File: src/acbsp_pkg.sv
/*
  Constants and state types for the cell-bus slave port.
  Assumes a 10 MHz core clock sampling both link clocks as plain inputs.
*/
package acbsp_pkg;
  localparam int unsigned ACBSP_BYTE_W = 8;
  localparam int unsigned ACBSP_ADDR_W = 5;
  localparam int unsigned ACBSP_CELL_LEN = 53;
  localparam logic [ACBSP_ADDR_W-1:0] ACBSP_NULL_ADDR = 5'h1F;
  localparam logic [ACBSP_ADDR_W-1:0] ACBSP_DEF_ADDR = 5'h01;
  localparam logic [ACBSP_BYTE_W-1:0] ACBSP_ZERO_BYTE = 8'h00;
  localparam logic [1:0] ACBSP_SYNC_IDLE = 2'h0;

  // Transmit side states, one-hot
  typedef enum logic [2:0] {
    ACBSP_TX_IDLE = 3'b001,
    ACBSP_TX_ARMED = 3'b010,
    ACBSP_TX_SEND = 3'b100
  } acbsp_tx_state_t;
endpackage

File: src/acbsp_sync.sv
/*
  Two-flop synchroniser with level outputs only (no edge detect) for a link clock or pin bundle.
  Assumes the input is asynchronous to clock_in.
*/
`timescale 1ns/1ps
module acbsp_sync #(
  parameter int unsigned WIDTH = 1
) (
  input wire logic clock_in,
  input wire logic reset_in,
  input wire logic [WIDTH-1:0] async_in,
  output logic [WIDTH-1:0] sync_out
);
  typedef struct packed {
    logic [WIDTH-1:0] meta;
    logic [WIDTH-1:0] sync;
  } acbsp_sync_state_t;

  acbsp_sync_state_t st_ff;
  acbsp_sync_state_t nxt_st;

  // First stage feeds only the second stage
  always_comb begin
    nxt_st.meta = async_in;
    nxt_st.sync = st_ff.meta;
  end

  always_ff @(posedge clock_in) begin
    if (reset_in) begin
      st_ff <= '0;
    end else begin
      st_ff <= nxt_st;
    end
  end

  assign sync_out = st_ff.sync;
endmodule

File: src/acbsp_port.sv
/*
  Cell-bus slave port: byte-wide transmit and receive toward a bus master.
  Assumes the master makes both link clocks (much slower than clock_in);
  user side presents transmit bytes and takes received bytes one per pulse.
*/
`timescale 1ns/1ps
module acbsp_port
  import acbsp_pkg::*;
#(
  parameter int unsigned CELL_LEN = ACBSP_CELL_LEN
) (
  input wire logic clock_in,
  input wire logic reset_in,
  input wire logic config_strap_pin_in,
  input wire logic [ACBSP_ADDR_W-1:0] own_addr_in,
  input wire logic tx_link_clock_in,
  input wire logic tx_enable_n_in,
  input wire logic [ACBSP_ADDR_W-1:0] tx_slave_select_in,
  input wire logic rx_link_clock_in,
  input wire logic rx_enable_n_in,
  input wire logic rx_cell_start_in,
  input wire logic [ACBSP_BYTE_W-1:0] rx_cell_byte_bus_in,
  input wire logic [ACBSP_ADDR_W-1:0] rx_slave_select_in,
  input wire logic user_tx_cell_ready_in,
  input wire logic [ACBSP_BYTE_W-1:0] user_tx_byte_in,
  input wire logic user_rx_space_in,
  output logic user_tx_take_out,
  output logic [ACBSP_BYTE_W-1:0] user_rx_byte_out,
  output logic user_rx_valid_out,
  output logic user_rx_first_out,
  output logic [ACBSP_BYTE_W-1:0] tx_cell_byte_bus_out,
  output logic tx_cell_byte_bus_oe_out,
  output logic tx_cell_start_out,
  output logic tx_cell_start_oe_out,
  output logic tx_cell_ready_flag_out,
  output logic tx_cell_ready_flag_oe_out,
  output logic rx_space_flag_out,
  output logic rx_space_flag_oe_out,
  output logic cell_port_select_out
);
  // Two link clocks, two enables and start, both addresses, receive byte
  localparam int unsigned SYNC_W = 5 + 2 * ACBSP_ADDR_W + ACBSP_BYTE_W;

  // Counter is eight bits wide; a cell needs at least two bytes
  if (CELL_LEN < 2 || CELL_LEN > 255) begin : g_bad_len
    $error("CELL_LEN out of range");
  end

  typedef struct packed {
    logic strap_done;
    logic sel;
    logic txc_d;
    logic rxc_d;
    acbsp_tx_state_t tx_st;
    logic [7:0] tx_cnt;
    logic [ACBSP_BYTE_W-1:0] tx_byte;
    logic tx_oe;
    logic tx_soc;
    logic tx_flag;
    logic tx_take;
    logic rx_pend;
    logic rx_space;
    logic rx_oe;
    logic [ACBSP_BYTE_W-1:0] rx_byte;
    logic rx_valid;
    logic rx_first;
  } acbsp_state_t;

  acbsp_state_t st_ff;
  acbsp_state_t nxt_st;
  logic [SYNC_W-1:0] s_in;
  logic [SYNC_W-1:0] s_q;
  logic txc_s, rxc_s, txen_n_s, rxen_n_s, rxsoc_s;
  logic [ACBSP_ADDR_W-1:0] txa_s, rxa_s;
  logic [ACBSP_BYTE_W-1:0] rxd_s;
  logic tx_rise, rx_rise, tx_hit, rx_hit;

  // All link pins pass two flops before use; strap, own address and user inputs do not
  assign s_in = {tx_link_clock_in, rx_link_clock_in, tx_enable_n_in, rx_enable_n_in,
                 rx_cell_start_in, tx_slave_select_in, rx_slave_select_in,
                 rx_cell_byte_bus_in};
  acbsp_sync #(.WIDTH(SYNC_W)) u_sync (
    .clock_in(clock_in),
    .reset_in(reset_in),
    .async_in(s_in),
    .sync_out(s_q)
  );
  assign {txc_s, rxc_s, txen_n_s, rxen_n_s, rxsoc_s, txa_s, rxa_s, rxd_s} = s_q;

  // Address match decode, used on both directions
  function automatic logic addr_hit(input logic [ACBSP_ADDR_W-1:0] a,
                                    input logic [ACBSP_ADDR_W-1:0] own);
    addr_hit = (a == own) && (a != ACBSP_NULL_ADDR);
  endfunction

  assign tx_rise = txc_s && !st_ff.txc_d;
  assign rx_rise = rxc_s && !st_ff.rxc_d;
  assign tx_hit = st_ff.sel && addr_hit(txa_s, own_addr_in);
  assign rx_hit = st_ff.sel && addr_hit(rxa_s, own_addr_in);

  // Next-state logic for both directions
  always_comb begin
    nxt_st = st_ff;
    nxt_st.txc_d = txc_s;
    nxt_st.rxc_d = rxc_s;
    nxt_st.tx_take = 1'b0;
    nxt_st.rx_valid = 1'b0;
    nxt_st.rx_first = 1'b0;
    if (!st_ff.strap_done) begin
      nxt_st.strap_done = 1'b1;
      nxt_st.sel = config_strap_pin_in;
    end
    if (!st_ff.sel) begin
      // Port disabled: everything held quiet
      nxt_st.tx_st = ACBSP_TX_IDLE;
      nxt_st.tx_oe = 1'b0;
      nxt_st.rx_oe = 1'b0;
      nxt_st.tx_soc = 1'b0;
      nxt_st.tx_flag = 1'b0;
      nxt_st.rx_space = 1'b0;
      nxt_st.rx_pend = 1'b0;
    end else begin
      // Transmit side, updated on tx clock rises
      if (tx_rise) begin
        nxt_st.tx_oe = tx_hit;
        nxt_st.tx_flag = user_tx_cell_ready_in;
        nxt_st.tx_soc = 1'b0;
        case (st_ff.tx_st)
          ACBSP_TX_IDLE: begin
            if (tx_hit && user_tx_cell_ready_in) begin
              nxt_st.tx_st = ACBSP_TX_ARMED;
            end
          end
          ACBSP_TX_ARMED: begin
            if (!txen_n_s && tx_hit) begin
              // First byte and start marker next edge
              nxt_st.tx_byte = user_tx_byte_in;
              nxt_st.tx_soc = 1'b1;
              nxt_st.tx_take = 1'b1;
              nxt_st.tx_cnt = 8'h01;
              nxt_st.tx_st = ACBSP_TX_SEND;
            end
          end
          ACBSP_TX_SEND: begin
            if (!txen_n_s) begin
              nxt_st.tx_byte = user_tx_byte_in;
              nxt_st.tx_take = 1'b1;
              nxt_st.tx_cnt = st_ff.tx_cnt + 8'h01;
              if (st_ff.tx_cnt == 8'(CELL_LEN - 1)) begin
                nxt_st.tx_st = ACBSP_TX_IDLE;
              end
            end
          end
          default: nxt_st.tx_st = ACBSP_TX_IDLE;
        endcase
      end
      // Receive side, sampled on rx clock rises
      if (rx_rise) begin
        nxt_st.rx_oe = rx_hit;
        nxt_st.rx_space = user_rx_space_in;
        nxt_st.rx_pend = !rxen_n_s && rx_hit;
        if (st_ff.rx_pend && !rxen_n_s) begin
          // Enable seen last edge: take bus now
          nxt_st.rx_byte = rxd_s;
          nxt_st.rx_valid = 1'b1;
          nxt_st.rx_first = rxsoc_s;
        end
      end
    end
  end

  always_ff @(posedge clock_in) begin
    if (reset_in) begin
      st_ff <= '{strap_done: 1'b0, sel: 1'b0, txc_d: 1'b0, rxc_d: 1'b0,
                 tx_st: ACBSP_TX_IDLE, tx_cnt: 8'h00, tx_byte: ACBSP_ZERO_BYTE,
                 tx_oe: 1'b0, tx_soc: 1'b0, tx_flag: 1'b0, tx_take: 1'b0,
                 rx_pend: 1'b0, rx_space: 1'b0, rx_oe: 1'b0,
                 rx_byte: ACBSP_ZERO_BYTE, rx_valid: 1'b0, rx_first: 1'b0};
    end else begin
      st_ff <= nxt_st;
    end
  end

  // Outputs straight from state flops
  assign user_tx_take_out = st_ff.tx_take;
  assign user_rx_byte_out = st_ff.rx_byte;
  assign user_rx_valid_out = st_ff.rx_valid;
  assign user_rx_first_out = st_ff.rx_first;
  assign tx_cell_byte_bus_out = st_ff.tx_byte;
  assign tx_cell_byte_bus_oe_out = st_ff.tx_oe;
  assign tx_cell_start_out = st_ff.tx_soc;
  assign tx_cell_start_oe_out = st_ff.tx_oe;
  assign tx_cell_ready_flag_out = st_ff.tx_flag;
  assign tx_cell_ready_flag_oe_out = st_ff.tx_oe;
  assign rx_space_flag_out = st_ff.rx_space;
  assign rx_space_flag_oe_out = st_ff.rx_oe;
  assign cell_port_select_out = st_ff.sel;

  AST_OFF_QUIET: assert property (@(posedge clock_in) disable iff (reset_in)
    st_ff.strap_done && !st_ff.sel |-> !tx_cell_byte_bus_oe_out && !rx_space_flag_oe_out)
    else $error("outputs driven while port disabled");
  AST_SOC_ON_START: assert property (@(posedge clock_in) disable iff (reset_in)
    $rose(tx_cell_start_out) |-> st_ff.tx_st == ACBSP_TX_SEND && st_ff.tx_cnt == 8'h01)
    else $error("start marker not with first byte");
  AST_TX_AFTER_EN: assert property (@(posedge clock_in) disable iff (reset_in)
    st_ff.sel && tx_rise && st_ff.tx_st == ACBSP_TX_ARMED && !txen_n_s && tx_hit
    |=> tx_cell_start_out && user_tx_take_out)
    else $error("first byte late after enable");
  AST_TX_ONLY_EDGE: assert property (@(posedge clock_in) disable iff (reset_in)
    !tx_rise |=> $stable(tx_cell_byte_bus_out))
    else $error("tx bus changed off clock edge");
  AST_OE_ADDR: assert property (@(posedge clock_in) disable iff (reset_in)
    st_ff.sel && tx_rise |=> tx_cell_byte_bus_oe_out == $past(tx_hit))
    else $error("tx drive not tied to address");
  AST_RX_SELECTED: assert property (@(posedge clock_in) disable iff (reset_in)
    user_rx_valid_out |-> st_ff.sel && $past(st_ff.rx_pend))
    else $error("rx byte without selection");
  AST_SPACE: assert property (@(posedge clock_in) disable iff (reset_in)
    st_ff.sel && rx_rise |=> rx_space_flag_out == $past(user_rx_space_in))
    else $error("space flag wrong");
  AST_READY: assert property (@(posedge clock_in) disable iff (reset_in)
    st_ff.sel && tx_rise |=> tx_cell_ready_flag_out == $past(user_tx_cell_ready_in))
    else $error("cell ready flag wrong");
  AST_RX_EDGE: assert property (@(posedge clock_in) disable iff (reset_in)
    user_rx_valid_out |-> $past(rx_rise))
    else $error("rx byte off clock edge");

  COV_TX_CELL: cover property (@(posedge clock_in) $rose(tx_cell_start_out));
  COV_RX_FIRST: cover property (@(posedge clock_in) user_rx_first_out);
  COV_RX_BYTE: cover property (@(posedge clock_in) user_rx_valid_out && !user_rx_first_out);
endmodule

File: config.mk
export PLATFORM = sky130hd
export DESIGN_NAME = acbsp_port
export DESIGN_NICKNAME = d
export VERILOG_FILES = /design/src/acbsp_pkg.sv /design/src/acbsp_sync.sv /design/src/acbsp_port.sv
export SDC_FILE = /design/constraint.sdc
export NUM_CORES = 1
export LEC_CHECK = 0
export ABC_CLOCK_PERIOD_IN_PS = 4000
export BUFFER_PORTS_ARGS = -buffer_cell sky130_fd_sc_hd__buf_4
export CAP_MARGIN = 30
export CORE_MARGIN = 2
export CORE_UTILIZATION = 45
export CTS_BUF_LIST = sky130_fd_sc_hd__clkbuf_4 sky130_fd_sc_hd__clkbuf_8
export DETAILED_ROUTE_END_ITERATION = 6
export PLACE_DENSITY_LB_ADDON = 0.15
export SKIP_LAST_GASP = 1
export SLEW_MARGIN = 10
export SYNTH_ARGS = -nofsm -noshare
export SYNTH_HDL_FRONTEND = slang
export SYNTH_SLANG_ARGS = --single-unit
File: constraint.sdc
create_clock -name clock_in -period 4 [get_ports clock_in]
set_clock_uncertainty 0.05 [all_clocks]
set_input_delay 0.4 -clock clock_in [delete_from_list [all_inputs] [get_ports clock_in]]
set_output_delay 0.4 -clock clock_in [all_outputs]
set_load 0.1 [all_outputs]
# Word level (Yosys, flattened, before mapping)
# Cells that the tools add are included.
# totals
register_bits	86
in_bits	41
out_inout_bits	27
elab_cells	69
# classes
n_addsub	1
n_eq_ne	12
mux	11
bitwise_logic	4
n_reduce_logical	22
# op_table
cell	n
$mux W19	2
$pmux W16 S2	1
$eq A5 B5 Y1	2
$logic_and A1 B1 Y1	10
$ne A5 B5 Y1 const B	2
$reduce_and A5 Y1	2
$pmux W3 S3	1
$add A8 B1 Y8 const B	1
$eq A8 B6 Y1 const B	1
$ne A2 B2 Y1 const B	4
$mux W3	2
$reduce_or A3 Y1	2
$logic_not A1 Y1	4
$not A1 Y1	4
$reduce_or A4 Y1	1
$eq A3 B1 Y1 const B	1
$eq A3 B2 Y1 const B	1
$eq A3 B3 Y1 const B	1
$mux W1	3
$reduce_and A3 Y1	1
$mux W2	1
$pmux W1 S2	1
$reduce_bool A2 Y1	1
$reduce_or A2 Y1	1

# Longest topological paths before layout
# depth
ltp_word	6
ltp_mapped	7
ltp_nobuf	7

# Cells and area by module
# Synthesis repeated with hierarchy kept, for this count alone.
# hier_totals
hier_cells	317
area_unflattened_um2	3189.3
# by_module_without_submodules
module	n_inst	cells_per_inst	area_each_um2	seq_area_each_um2
acbsp_port	1	221	1959.4	800.8
acbsp_sync	1	96	1229.9	920.9

# Least setup slack after synthesis
# Ideal clock, no wire load.
# synth_timing
path_kind	register -> register
startpoint	register st_ff, in the netlist cell_port_select_out
endpoint	register st_ff, in the netlist tx_cell_byte_bus_out[0]
setup_ns	0.116
arrival_time_ns	2.066
required_time_ns	3.834
setup_slack_ns	1.767
path_stages_with_launch	6
n_path_buf	2
synth_period_minus_slack_ns	2.233
cell_sequence	dfxtp_1 -> nand4bb_2 -> nand2b_1 -> buf_2 -> buf_1 -> a41o_1
# synth_via
elab_chain_len	4
# synth_lines
element	line_no	text
start: declaration	acbsp_port.sv:69	acbsp_state_t st_ff;
start signal: assignment	acbsp_port.sv:174	st_ff <= '{strap_done: 1'b0, sel: 1'b0, txc_d: 1'b0, rxc_d: 1'b0,
start signal: assignment	acbsp_port.sv:180	st_ff <= nxt_st;
$logic_and A1 B1 Y1	acbsp_port.sv:98	assign tx_hit = st_ff.sel && addr_hit(txa_s, own_addr_in);
$logic_and A1 B1 Y1	acbsp_port.sv:135	if (!txen_n_s && tx_hit) begin
$ne A2 B2 Y1 (no source line)	n/a	
$reduce_and A5 Y1 (no source line) *	n/a	
# Mark *: on every way between the ends. The rest lies on a longest branch, timed or not.
# A chain may end at the register's enable or synchronous reset.

# Worst setup path after layout
# layout_timing
startpoint	register st_ff, in the netlist cell_port_select_out
endpoint	register st_ff[30] (netlist name)
# The elaborated chain is that of the path after synthesis.

==> flow_metrics.tcl <==
set metrics [dict create \
    antenna_found_initial 0 \
    coreArea_mm2 0.00687 \
    ys_seq_area_share_pct 53.1 \
    cts_buffers 9 \
    min_path_cells 2 \
    drv_cap 0 \
    timing.final.ws_setup_ps 1630 \
    cellLeakagePower_nw 1.60 \
    num_vias 2300 \
    max-clock-path-buffers 2 \
    synth-edff-count 0 \
    grt_pass1_wl_mm 9.76 \
    grt_setup_unrepaired "false" \
    die_y_um 88.9 \
    wirelength_mm 5.87 \
    sw_frac_of_total_pct 24.0 \
    synth_flop_cell "dfxtp_1" \
    synthArstFlopShare_pct 0 \
    start_util_pct 47.2 \
    tightest_slew_ps 776 \
    clkPwrFrac_pct 35.9 \
    wl_per_cell_um 12.4 \
    vias_per_cell 4.84 \
    cts.sinks 86 \
    grt_pass1_vias 2191 \
    clock_latency_ps 350 \
    crit_arrival_ps 2540 \
    r2r_cells 5 \
    tns_ps 0 \
    synth_cells 328 \
    dr.pass1.iters 4 \
    vdd_drop_max_mv 0.261 \
    switchingPower_mw 0.368 \
    startpoint_type "register" \
    clock-root-buffer "clkbuf_8" \
    period_share_pct 59.3 \
    p_int_mw 1.17 \
    multi_input_area_mm2 0.00130 \
    ys_types 46 \
    drc_errors 0 \
    finalPower_mw 1.53 \
    cts.repair.resized 0 \
    avgSynthCellArea_um2 9.89 \
    cp_max_fo 20 \
    final_hold_viol_count 0 \
    grtUsageTotal_pct 16.1 \
    fillers 633 \
    fin_hold_ws_ps 199 \
    die_width_um 88.9 \
    hpwlAfterDp_mm 4.04 \
    fin_nets 417 \
    grt-ovfl-total 0 \
    ios 68 \
    io_buffers 67 \
    post_cts_buffers 0 \
    grt_start_max_net_pins 64 \
    dieArea_mm2 0.00790 \
    fmax_ghz 0.422 \
    seq_area_mm2 0.00172 \
    critPathSlowestCell "nand4_1" \
    syn-num-nets 371 \
    cts_tree "built" \
    crit_chain "nand4bb_2 -> nor3_1 -> nand4_1 -> nand2_1 -> a311oi_1" \
    crit_required_ps 4160 \
    drive_gt1_share_pct 24.5 \
    setup_viol 0 \
    slew_headroom_pct 48.1 \
    combinationalPowerShare_pct 5.9 \
    drtIter0Drc 91 \
    syn_area_mm2 0.00324 \
    h-tree-depth 3 \
    ys_ff_latch 86 \
    area_growth_pct 18.7 \
    max_stage_delay_ps 660 \
    clk_pin_slew_ps 90 \
    hp-class "input port to register" \
    pre_cts_ws_ps 1640 \
    yosysWarnings 0 \
    period_needed_ps 2370 \
    slew_viol_final 0 \
    outcome "completed" \
    n_antenna_cell 0 \
    pwr_density_cell_mw_per_mm2 398 \
    p_seq_share_pct 58.1 \
    fp-row-count 30 \
    path_class "register to register" \
    cp-end-kind "register" \
    antenna_left 0 \
    gp_congestion 0.831 \
    holdBufCountCts 0 \
]
[cells by family after synthesis]
kind of cell | Yosys count | share of synthesized area, %
and+or+nand+nor | 133 | 23.0
DFF | 86 | 53.1
AOI/OAI and AO/OA | 50 | 10.8
buffers and inverters | 38 | 6.91
muxes | 10 | 3.09
xor gates and xnor gates | 9 | 2.43
adders and majority gates | 2 | 0.771
[layer usage]
metal,GRT usage [%],vias to the layer above,share of wire (%)
met5,0,-,0
met4,5.23,0,0.95
met2,24.5,57,45
li1,-,1187,-
met1,21.4,1047,48
met3,5.82,9,5.8
[state kept, by name, summed over array words and instances (netlist names), 8 cells and up]
register,count
user_rx_byte_out,8
tx_cell_byte_bus_out,8
u_sync.nxt_st,23
u_sync.sync_out,23
st_ff,15
[cells in the mapped netlist, types with 5 or more instances]
cell / number / share of area, %
dfxtp_1: 86 / 53
nand2_1: 29 / 3.4
clkbuf_1: 7 / 0.81
nor2b_1: 50 / 9.6
buf_2: 5 / 0.77
a41o_1: 8 / 2.5
mux2i_1: 10 / 3.1
xor2_1: 7 / 1.9
nor3_1: 5 / 0.77
nor2_1: 18 / 2.1
buf_4: 18 / 4.2
nand4_1: 5 / 0.96
a21oi_1: 21 / 3.2
[final cells by class]
class,instances,area share [%]
clock inverters,6,1.20
repair buffers,69,13.5
inverters,4,0.390
clock buffers,10,3.41
well taps,96,3.12
multi-input cells,204,33.7
flip-flops and latches,86,44.7
[worst paths after layout]
| kind | start | endpoint | slack (ps) |
|---|---|---|---|
| setup / recovery | cell_port_select_out | st_ff[30] | 1630 |
| hold / removal | rx_cell_byte_bus_in[3] | u_sync.nxt_st[3] | 200 |
| setup reg to reg | cell_port_select_out | st_ff[30] | 1630 |
| hold reg to reg | u_sync.nxt_st[18] | u_sync.sync_out[18] | 380 |
[power groups by stage]
stage | clock [mW] | sequential, mW | combinational [mW]
after global placement | 0 | 0.911 | 0.0918
after floorplan | 0 | 0.914 | 0.0466
final | 0.551 | 0.892 | 0.0912
after CTS | 0.565 | 0.892 | 0.0926
after detailed placement | 0 | 0.912 | 0.0922
after global routing | 0.605 | 0.896 | 0.102
[critical path: cells and delay by family, from the launching register on]
family,cells,cell delay (ps)
simple gates,4,1580
compound gates,1,140
flops,1,470
[through the flow]
stage               instances  utilization (%)  cell area, µm²
floorplan                 328                -            3240
global placement          459             53.5            3670
detailed placement        459             53.5            3670
CTS                       475             56.0            3850
global route              475             56.0            3850
finish                    475             56.0            3850
[layout by cell type (no fill, tap or decap), types with 2 or more instances in the layout]
cell type / n
a211oi_1: 2
a21o_1: 2
a21oi_1: 21
a2bb2oi_1: 2
a311oi_1: 2
a41o_1: 8
a41oi_1: 2
and2_1: 2
and3_1: 3
and4b_1: 2
buf_4: 69
clkbuf_8: 9
clkinv_4: 2
clkinvlp_4: 2
dfxtp_1: 86
ha_1: 2
inv_1: 3
mux2i_1: 10
nand2_1: 29
nand2b_1: 4
nand3_1: 4
nand4_1: 5
nor2_1: 18
nor2b_1: 50
nor3_1: 5
nor3_2: 2
o21ai_0: 4
o32ai_1: 2
xnor2_1: 2
xor2_1: 7
Note: power is estimated with default switching activity, not from simulation.
